File: src/hdl/btcu_regs.vh
`ifndef BTCU_REGS_VH
`define BTCU_REGS_VH

// ==========================================================
// Register word addresses (byte addresses on the bus)
`define BTCU_ADR_CTRL 8'h00
`define BTCU_ADR_LINK 8'h04
`define BTCU_ADR_COUNT 8'h08
`define BTCU_ADR_COND 8'h0c
`define BTCU_ADR_STATUS 8'h10
`define BTCU_ADR_TARGET 8'h14
`define BTCU_ADR_MISS 8'h18

// ==========================================================
// Reset values
`define BTCU_CTRL_RST 1'b0
`define BTCU_LINK_RST 32'h0000_0000
`define BTCU_COUNT_RST 32'h0000_0000
`define BTCU_COND_RST 32'h0000_0000

// ==========================================================
// Control and status bit positions
`define BTCU_CTRL_MODE32 0
`define BTCU_ST_TAKEN 0
`define BTCU_ST_PRED 1
`define BTCU_ST_MISS 2
`define BTCU_ST_INVALID 3
`define BTCU_ST_BUSY 4

// ==========================================================
// Instruction field positions (bit 0 is the least significant)
`define BTCU_F_LINK 0
`define BTCU_F_ABS 1
`define BTCU_F_SIGN 15
`define BTCU_OP_HI 31
`define BTCU_OP_LO 26
`define BTCU_XO_HI 10
`define BTCU_XO_LO 1

// ==========================================================
// Primary and extended opcodes of the branch forms
`define BTCU_OP_UNCOND 6'h12
`define BTCU_OP_COND 6'h10
`define BTCU_OP_EXT 6'h13
`define BTCU_XO_TO_LINK 10'h010
`define BTCU_XO_TO_COUNT 10'h210

// Bytes per instruction
`define BTCU_INSN_BYTES 4

`endif

File: src/hdl/btcu_branch_unit.v
`timescale 1ns/1ps
`include "btcu_regs.vh"

module btcu_branch_unit #(
	parameter XLEN = 32
) (
	input wire ref_clk,
	input wire rst_n,
	input wire wb_cyc_i,
	input wire wb_stb_i,
	input wire wb_we_i,
	input wire [7:0] wb_adr_i,
	input wire [3:0] wb_sel_i,
	input wire [31:0] wb_dat_i,
	output reg [31:0] wb_dat_o,
	output reg wb_ack_o,
	input wire dec_valid,
	output wire dec_ready,
	input wire [31:0] dec_instr,
	input wire [XLEN-1:0] dec_pc,
	input wire cr_busy,
	input wire cr_wr_en,
	input wire [31:0] cr_wr_data,
	output reg pred_valid,
	output reg pred_taken,
	output reg [XLEN-1:0] pred_target,
	output reg res_valid,
	output reg res_taken,
	output reg res_invalid,
	output reg [XLEN-1:0] res_target,
	output reg flush,
	output reg [XLEN-1:0] redirect_pc,
	output reg [XLEN-1:0] return_address_register,
	output reg [XLEN-1:0] loop_count_register
);

	localparam [1:0] ST_IDLE = 2'b01;
	localparam [1:0] ST_EXEC = 2'b10;
	localparam [XLEN-1:0] STEP = `BTCU_INSN_BYTES;

	// ==========================================================
	// Helper functions

	// Word alignment and optional clearing of the upper half
	function [XLEN-1:0] fix_addr;
		input [XLEN-1:0] a;
		input m32;
		integer i;
		begin
			for (i = 0; i < XLEN; i = i + 1) begin
				if (i < 2)
					fix_addr[i] = 1'b0;
				else if (m32 && i >= 32)
					fix_addr[i] = 1'b0;
				else
					fix_addr[i] = a[i];
			end
		end
	endfunction

	// Byte-lane merge of a bus word into the low 32 bits
	function [XLEN-1:0] merge_x;
		input [XLEN-1:0] old;
		input [31:0] dat;
		input [3:0] sel;
		integer i;
		begin
			for (i = 0; i < XLEN; i = i + 1) begin
				if (i < 32 && sel[(i % 32) / 8])
					merge_x[i] = dat[i % 32];
				else
					merge_x[i] = old[i];
			end
		end
	endfunction

	// Form decode: 0 uncond, 1 cond disp, 2 to link, 3 to count
	function [3:0] form_of;
		input [31:0] ins;
		reg [5:0] op;
		reg [9:0] xo;
		begin
			op = ins[`BTCU_OP_HI:`BTCU_OP_LO];
			xo = ins[`BTCU_XO_HI:`BTCU_XO_LO];
			form_of[0] = (op == `BTCU_OP_UNCOND);
			form_of[1] = (op == `BTCU_OP_COND);
			form_of[2] = (op == `BTCU_OP_EXT) &&
				(xo == `BTCU_XO_TO_LINK);
			form_of[3] = (op == `BTCU_OP_EXT) &&
				(xo == `BTCU_XO_TO_COUNT);
		end
	endfunction

	// Target address of any branch form
	function [XLEN-1:0] calc_target;
		input [31:0] ins;
		input [XLEN-1:0] pc;
		input [XLEN-1:0] lnk;
		input [XLEN-1:0] cnt;
		input m32;
		reg [3:0] f;
		reg [XLEN-1:0] li;
		reg [XLEN-1:0] bd;
		reg [XLEN-1:0] disp;
		reg [XLEN-1:0] raw;
		begin
			f = form_of(ins);
			li = {{(XLEN-26){ins[25]}}, ins[25:2], 2'b00};
			bd = {{(XLEN-16){ins[15]}}, ins[15:2], 2'b00};
			disp = f[0] ? li : bd;
			if (ins[`BTCU_F_ABS])
				raw = disp;
			else
				raw = pc + disp;
			if (f[2])
				raw = lnk;
			else if (f[3])
				raw = cnt;
			calc_target = fix_addr(raw, m32);
		end
	endfunction

	// Static prediction from options, hint and sign
	function predict;
		input [31:0] ins;
		reg [4:0] bo;
		reg always_br;
		begin
			bo = ins[25:21];
			always_br = bo[4] & bo[2];
			if (form_of(ins) == 4'b0001)
				predict = 1'b1;
			else
				predict = (always_br | ins[`BTCU_F_SIGN]) ^
					(bo[0] & ~always_br);
		end
	endfunction

	// ==========================================================
	// State

	reg [1:0] state_reg;
	reg [31:0] ins_reg;
	reg [XLEN-1:0] pc_reg;
	reg mode32_reg;
	reg [31:0] condition_register;
	reg st_taken_reg;
	reg st_pred_reg;
	reg st_miss_reg;
	reg st_invalid_reg;
	reg [XLEN-1:0] last_tgt_reg;
	reg [15:0] miss_cnt_reg;

	assign dec_ready = (state_reg == ST_IDLE);

	// ==========================================================
	// Resolution of the held branch

	wire [3:0] form = form_of(ins_reg);
	wire [4:0] bo = ins_reg[25:21];
	wire [4:0] bi = ins_reg[20:16];
	wire is_uncond = form[0];
	wire is_cond = form[1] | form[2] | form[3];
	wire bad_count = form[3] & ~bo[2];
	wire bad_form = ~(is_uncond | is_cond) | bad_count;
	wire cr_bit = condition_register[5'd31 - bi];
	wire need_cr = is_cond & ~bo[4];
	// A condition test waits until the interlock clears
	wire can_resolve = ~(need_cr & cr_busy);
	wire dec_cnt = is_cond & ~bo[2] & ~bad_form;
	wire [XLEN-1:0] count_m1 = loop_count_register -
		{{(XLEN-1){1'b0}}, 1'b1};
	// Bits marked ignored never enter these terms
	wire count_ok = bo[2] |
		((count_m1 != {XLEN{1'b0}}) ^ bo[1]);
	wire cond_ok = bo[4] | (cr_bit == bo[3]);
	wire taken = ~bad_form &
		(is_uncond | (count_ok & cond_ok));
	// Guess and outcome differ on a branch of valid form
	wire mispredict = ~bad_form & (pred_taken != taken);
	wire [XLEN-1:0] tgt = calc_target(ins_reg, pc_reg,
		return_address_register, loop_count_register, mode32_reg);
	wire [XLEN-1:0] next_pc = fix_addr(pc_reg + STEP, mode32_reg);
	// Where fetch resumes once the outcome is known
	wire [XLEN-1:0] resume_pc = taken ? tgt : next_pc;
	wire link_req = ins_reg[`BTCU_F_LINK] & ~bad_form;
	wire resolve = (state_reg == ST_EXEC) & can_resolve;

	// ==========================================================
	// Bus decode

	wire wb_req = wb_cyc_i & wb_stb_i & ~wb_ack_o;
	// Writes land on the edge at which the master sees ack
	wire wb_wr = wb_cyc_i & wb_stb_i & wb_we_i & wb_ack_o;

	// ==========================================================
	// Register write strobes

	wire wr_ctrl = wb_wr & (wb_adr_i == `BTCU_ADR_CTRL) & wb_sel_i[0];
	wire wr_link = wb_wr & (wb_adr_i == `BTCU_ADR_LINK);
	wire wr_count = wb_wr & (wb_adr_i == `BTCU_ADR_COUNT);
	wire wr_cond = wb_wr & (wb_adr_i == `BTCU_ADR_COND);

	// ==========================================================
	// Sequencer and branch outputs

	always @(posedge ref_clk or negedge rst_n) begin
		if (!rst_n) begin
			state_reg <= ST_IDLE;
			ins_reg <= 32'h0000_0000;
			pc_reg <= {XLEN{1'b0}};
			pred_valid <= 1'b0;
			pred_taken <= 1'b0;
			pred_target <= {XLEN{1'b0}};
			res_valid <= 1'b0;
			res_taken <= 1'b0;
			res_invalid <= 1'b0;
			res_target <= {XLEN{1'b0}};
			flush <= 1'b0;
			redirect_pc <= {XLEN{1'b0}};
			st_taken_reg <= 1'b0;
			st_pred_reg <= 1'b0;
			st_miss_reg <= 1'b0;
			st_invalid_reg <= 1'b0;
			last_tgt_reg <= {XLEN{1'b0}};
			miss_cnt_reg <= 16'h0000;
		end else begin
			pred_valid <= 1'b0;
			res_valid <= 1'b0;
			flush <= 1'b0;
			case (state_reg)
			ST_IDLE: begin
				if (dec_valid) begin
					ins_reg <= dec_instr;
					pc_reg <= dec_pc;
					pred_valid <= 1'b1;
					pred_taken <= predict(dec_instr);
					pred_target <= calc_target(dec_instr, dec_pc,
						return_address_register, loop_count_register,
						mode32_reg);
					state_reg <= ST_EXEC;
				end
			end
			ST_EXEC: begin
				if (can_resolve) begin
					res_valid <= 1'b1;
					res_taken <= taken;
					res_invalid <= bad_form;
					res_target <= tgt;
					st_taken_reg <= taken;
					st_pred_reg <= pred_taken;
					st_invalid_reg <= bad_form;
					last_tgt_reg <= tgt;
					st_miss_reg <= 1'b0;
					// Wrong guess: drop the fetched path, refetch
					if (mispredict) begin
						flush <= 1'b1;
						redirect_pc <= resume_pc;
						st_miss_reg <= 1'b1;
						miss_cnt_reg <= miss_cnt_reg + 16'h0001;
					end
					state_reg <= ST_IDLE;
				end
			end
			default: begin
				state_reg <= ST_IDLE;
			end
			endcase
		end
	end

	// ==========================================================
	// Architected registers; branch updates win over the bus

	always @(posedge ref_clk or negedge rst_n) begin
		if (!rst_n) begin
			mode32_reg <= `BTCU_CTRL_RST;
			return_address_register <= `BTCU_LINK_RST;
			loop_count_register <= `BTCU_COUNT_RST;
			condition_register <= `BTCU_COND_RST;
		end else begin
			if (wr_ctrl)
				mode32_reg <= wb_dat_i[`BTCU_CTRL_MODE32];
			if (resolve && link_req)
				// Target already formed from the old value
				return_address_register <= next_pc;
			else if (wr_link)
				return_address_register <= merge_x(
					return_address_register, wb_dat_i, wb_sel_i);
			if (resolve && dec_cnt)
				loop_count_register <= count_m1;
			else if (wr_count)
				loop_count_register <= merge_x(
					loop_count_register, wb_dat_i, wb_sel_i);
			if (cr_wr_en)
				condition_register <= cr_wr_data;
			else if (wr_cond)
				condition_register <= merge_x(
					condition_register, wb_dat_i, wb_sel_i);
		end
	end

	// ==========================================================
	// Bus answer: one wait state, unmapped reads give zero

	always @(posedge ref_clk or negedge rst_n) begin
		if (!rst_n) begin
			wb_ack_o <= 1'b0;
			wb_dat_o <= 32'h0000_0000;
		end else begin
			wb_ack_o <= wb_req;
			wb_dat_o <= 32'h0000_0000;
			if (wb_req && !wb_we_i) begin
				case (wb_adr_i)
				`BTCU_ADR_CTRL: begin
					wb_dat_o[`BTCU_CTRL_MODE32] <= mode32_reg;
				end
				`BTCU_ADR_LINK: begin
					wb_dat_o <= return_address_register[31:0];
				end
				`BTCU_ADR_COUNT: begin
					wb_dat_o <= loop_count_register[31:0];
				end
				`BTCU_ADR_COND: begin
					wb_dat_o <= condition_register;
				end
				`BTCU_ADR_STATUS: begin
					wb_dat_o[`BTCU_ST_TAKEN] <= st_taken_reg;
					wb_dat_o[`BTCU_ST_PRED] <= st_pred_reg;
					wb_dat_o[`BTCU_ST_MISS] <= st_miss_reg;
					wb_dat_o[`BTCU_ST_INVALID] <= st_invalid_reg;
					wb_dat_o[`BTCU_ST_BUSY] <= state_reg[1];
				end
				`BTCU_ADR_TARGET: begin
					wb_dat_o <= last_tgt_reg[31:0];
				end
				`BTCU_ADR_MISS: begin
					wb_dat_o <= {16'h0000, miss_cnt_reg};
				end
				default: begin
					wb_dat_o <= 32'h0000_0000;
				end
				endcase
			end
		end
	end

endmodule

File: config.mk
export PLATFORM = sky130hd
export DESIGN_NAME = btcu_branch_unit
export DESIGN_NICKNAME = d
export VERILOG_FILES = /design/src/hdl/btcu_branch_unit.v
export VERILOG_INCLUDE_DIRS = /design/src /design/src/hdl
export SDC_FILE = /design/constraint.sdc
export NUM_CORES = 1
export LEC_CHECK = 0
export BUFFER_PORTS_ARGS = -buffer_cell sky130_fd_sc_hd__buf_2
export CAP_MARGIN = 30
export CORE_UTILIZATION = 35
export DETAILED_ROUTE_END_ITERATION = 10
export GPL_TIMING_DRIVEN = 1
export SKIP_CTS_REPAIR_TIMING = 1
export SYNTH_ARGS = -nofsm -noshare
export SYNTH_HDL_FRONTEND = slang
export SYNTH_SLANG_ARGS = --single-unit
File: constraint.sdc
create_clock -name ref_clk -period 7.1 [get_ports ref_clk]
set_clock_uncertainty 0.05 [all_clocks]
set_input_delay 0.355 -clock ref_clk [delete_from_list [all_inputs] [get_ports ref_clk]]
set_output_delay 0.355 -clock ref_clk [all_outputs]
set_load 0.02 [all_outputs]
Yosys cells after proc, flatten, opt, wreduce, memory -nomap -nowiden:

Cells that the tools add are included.

* add/sub/neg operators: 6
* $lt $le $gt $ge: 1
* equality and inequality tests: 23
* muxes and demuxes: 64
* bitwise gates (word level): 38
* reduce and logical (&&, ||, !) cells: 41

Operators with widths (count)
* two-way mux 32 bit: 16
* one-hot mux 27 bit (5 select lines): 1
* adder 32 bit: 2
* two-way mux 1 bit: 41
* equality test 6 x 5 -> 1 bit (second input constant): 6
* adder 32 x 3 -> 32 bit (second input constant): 1
* nonzero test 32 bit: 1
* subtractor 32 x 1 -> 32 bit (second input constant): 1
* AND reduction 2 bit: 15
* nonzero test 2 bit: 15
* equality test 8 x 5 -> 1 bit (second input constant): 3
* one-hot mux 4 bit (6 select lines): 1
* bitwise AND 1 bit: 21
* equality test 10 bit (second input constant): 2
* equality test 10 x 5 -> 1 bit (second input constant): 2
* adder 16 x 1 -> 16 bit (second input constant): 1
* equality test 8 x 4 -> 1 bit (second input constant): 2
* equality test 8 x 3 -> 1 bit (second input constant): 1
* logical NOT 8 bit: 1
* OR 1 bit: 8
* logical AND 1 bit: 7
* NOT 1 bit: 7
* < comparator 5 x 6 -> 1 bit (second input constant): 1
* one-hot mux 1 bit (6 select lines): 1
* 13 further kinds: 16

* flip-flop bits (word level): 312
* logic and storage cells: 203

Logic depth before layout (Yosys ltp):

* depth after elaboration: 14
* depth in mapped cells: 17
* gate-level depth less buffers: 16

Worst setup path after synthesis:

Ideal clock, no wire load.

* kind: register to register
* from: register ins_reg[29]
* to: register redirect_pc[31]
* library setup time: 0.136 ns
* data arrival time: 4.350 ns
* required time: 6.914 ns
* slack: 2.563 ns
* stages on the path, launching flop included: 17
* buffers on the path: 1
* cells stage by stage: dfrtp_1 -> or4b_2 -> nor3b_1 -> nor2b_1 -> clkbuf_1 -> a21o_1 -> ha_1 -> and3_1 -> nand2_1 -> a32o_1 -> o21ai_0 -> o21ai_0 -> a2111oi_0 -> a311o_1 -> mux2_2 -> a2111oi_0 -> o21ai_0

* word-level cells in the longest chain between the ends: 12
* elaborated cells on any way between the ends: 26
* those cells by class: add/sub: 1; eq/ne: 4; mux: 5; bitwise: 13; reduce/logical: 3

RTL lines
* from (decl): RTL line btcu_branch_unit.v:143 `reg [31:0] ins_reg;`
* from (signal assigned): RTL line btcu_branch_unit.v:234 `ins_reg <= dec_instr;`
* branches (longest 12 deep; another with adder 32 bit)
* to (signal assigned): RTL line btcu_branch_unit.v:220 `redirect_pc <= {XLEN{1'b0}};`
* to (signal assigned): RTL line btcu_branch_unit.v:258 `redirect_pc <= resume_pc;`
* to (decl): RTL line btcu_branch_unit.v:32 `output reg [XLEN-1:0] redirect_pc,`

Parallel ways; which one is timed is not known.
A chain may end at the register's enable or synchronous reset.

Worst setup path after layout:

Same ends and word-level chain as after synthesis.

==> impl_metrics.ini <==
[synthesis]
syn_area_per_cell_um2 = 8.68
synth_edf_count = 0
synth_compound_area_share_pct = 19.2
synthXorXnorAreaFrac_pct = 3.83
yosysSeqAreaShare_pct = 38.3
synthAdderAreaFrac_pct = 4.06
synthFlopType = dfrtp_1
netlist_area_um2 = 20100
syn_inst = 2315
yosys_warnings = 0
synth_top_family_by_area = simple AND/OR/NAND/NOR gates
synthSimpleGateAreaFrac_pct = 19.3
synth.distinct_cells = 84
async_flop_share_pct = 100
muxShareOfSynthArea_pct = 11.4
synth.ff_latch_count = 308

[grt]
grt_max_degree = 167
overflow = 0
antenna_found_initial = 1
grt_pass1_wl_um = 122000
track_usage_pct = 27.5
grt_pass1_vias = 18793

[cts]
cts_tree = built
cts_root_buffer = clkbuf_16
clkTransAtPathRegs_ns = 0.06
cts.htree.levels = 2
clk_latency_ns = 0.58
clockBufferDepth = 3
cts-buffers-inserted = 39
clock_sinks = 308

[pwr]
cellPowerDensity_nw_per_um2 = 281
switchingPower_uw = 2720
intPower_uw = 4050
power_frac_seq_pct = 37.2
power_uw = 6770
power_frac_clock_pct = 28.7
swShare_pct = 40.2
combPwrFrac_pct = 34.1
ir_worst_vdd_v = 0.000146
p_leak_uw = 0.0114

[worst_setup_path]
critPathLaunch = ins_reg[29]
ff2ff_setup_slack_ns = 1.62
end_kind = flip-flop
criticalPathCategory = flip-flop to flip-flop
path_common_cell = o21ai_0
critPathRequiredTime_ns = 7.49
cp_top_family = compound AO/OA/AOI/OAI gates
crit_path_top_delay_cell = or4b_2
reg2reg_from = ins_reg[29]
cp_max_fo = 14
critical_path.cell_chain = or4b_2 > nor3b_1 > buf_4 > nor2b_1 > a21o_1 > ha_1 > and3_1 > nand2_1 > a32o_1 > o21ai_0 > o21ai_0 > a2111oi_0 > a311o_1 > mux2_2 > a2111oi_0 > o21ai_0
max_stage_delay_ns = 0.74
critPathLaunchType = flip-flop
crit_cells = 16
r2r_cells = 16
worst_ep_arrival_time_ns = 5.87
r2r-end = redirect_pc[31]
worst-path-buf-inv = 1

[timing]
fin_hold_ws_ns = -0.0296
finalSetupViolations = 0
slew_headroom_pct = 31.9
worst_slew_pin_slew_ns = 1.02
final_max_slew_viol_count = 0
finalCritPeriodShare_pct = 77.2
tns_ns = 0
hold_viol = 6
clock.fmax_mhz = 182
min_period_ns = 5.48
rsz0062_at_grt = no

[cells_and_area]
area_delta_synth_final_pct = 19.7
layout-drive-gt1-share_pct = 21.7
final_nets = 2834
final_common_cell = nand2_1
layout_common_cells = nand2_1 (445), buf_2 (338), dfrtp_1 (307)
fillers = 5710
diodes = 0

[drt]
wl_met3_um = 7220
wl_um = 82800
dr.pass1.iters = 6
viasPerCell = 5.82
top_layer_used = met5
wl_met2_um = 35700
met1_length_um = 37300
drc = 0
drt_iter0_drc = 2707
final_antenna_net_count = 0
dr_total_vias = 19807
wire_per_inst_um = 24.3

[floorplanning]
start_util_pct = 35.5
pin_count = 348
rows = 87
die_width_um = 242
die_h_um = 242
core_area_um2 = 56600
die_area_um2 = 58400

[status]
violations = hold timing
status = complete, but fails checks

[worst_hold_path]
hold_depth = 3
hold_path_end = condition_register[5]
hp-start = cr_wr_data[5]
hold_path.class = primary input to flip-flop

[placed_design]
portBuffers = 339
gp_congestion = 0.994
hpwl_um = 64100

[run]
maxCapViolations = 0
[kinds of logic after synthesis]
logic type | after synthesis
buffers and inverters | 193
AND/OR/NAND/NOR | 855
other | 1
multiplexers | 205
flip-flops | 308
adder cells (fa/ha/maj) | 64
AO/OA/AOI/OAI | 601
XOR/XNOR | 88
[through the flow]
| step | instances | setup WS [ns] | instance area, um^2 | util, % |
|---|---|---|---|---|
| 3_3_place_gp | 3305 | 1.95 | 22500 | 39.7 |
| 6_report | 3404 | 1.62 | 24100 | 42.5 |
| 5_1_grt | 3404 | 1.44 | 24100 | 42.5 |
| 3_5_place_dp | 3308 | 1.83 | 22500 | 39.8 |
| 2_1_floorplan | 2320 | 2.56 | 20100 | - |
| 4_1_cts | 3375 | 1.81 | 23800 | 42.0 |
[cell type report]
| class | count | area, um^2 | area share, % |
|---|---|---|---|
| Inverter | 51 | 191 | 0.796 |
| Tap cell | 756 | 946 | 3.93 |
| Clock buffer | 53 | 1090 | 4.52 |
| Sequential cell | 308 | 7710 | 32.0 |
| Clock inverter | 14 | 133 | 0.551 |
| Timing Repair Buffer | 403 | 2310 | 9.59 |
| Multi-Input combinational cell | 1819 | 11700 | 48.6 |
[tightest hold or removal path, delay by kind of cell]
kind	cells	cell delay, ns
buffers and inverters	1	0.08
AND/OR/NAND/NOR	1	0.06
AO/OA/AOI/OAI	1	0.06
[cell usage after synthesis (all sizes together) (20+ instances only)]
master,n,share of area [%]
a31oi,20,0.62
nand3,53,1.3
o21ai,212,5.3
nor2,133,2.5
xor2,42,1.8
mux2i,97,4.8
nand2,446,8.3
inv,48,0.90
nand4,21,0.65
dfrtp,307,38
a21oi,117,2.9
nor3,60,1.5
clkbuf,112,2.1
and3,24,0.75
nor4,21,0.80
a21o,38,1.4
mux2,98,5.5
a22oi,38,1.4
ha,62,3.9
xnor2,46,2.0
buf,30,0.79
[power groups by stage]
| stage | Combinational, uW | Clock, uW | Sequential (uW) |
|---|---|---|---|
| 2_1_floorplan | 1310 | 0 | 2540 |
| 3_3_place_gp | 2230 | 0 | 2520 |
| 3_5_place_dp | 2270 | 0 | 2530 |
| 4_1_cts | 2280 | 1970 | 2500 |
| 5_1_grt | 2520 | 2040 | 2550 |
| 6_report | 2310 | 1940 | 2520 |
[worst max path at each step]
stage                            endpoint  slack [ns]
after floorplan           redirect_pc[31]        2.56
after global placement    redirect_pc[31]        1.95
after detailed placement  redirect_pc[31]        1.83
after CTS                 redirect_pc[31]        1.81
after global routing      redirect_pc[31]        1.44
final                     redirect_pc[31]        1.62
[routing by layer]
| layer | GRT usage [%] | up-vias |
|---|---|---|
| met4 | 8.47 | 2 |
| met2 | 40.9 | 931 |
| li1 | - | 8984 |
| met5 | 0 | - |
| met3 | 5.48 | 136 |
| met1 | 40.0 | 9754 |
No activity file was read; power rests on OpenSTA's default activity.
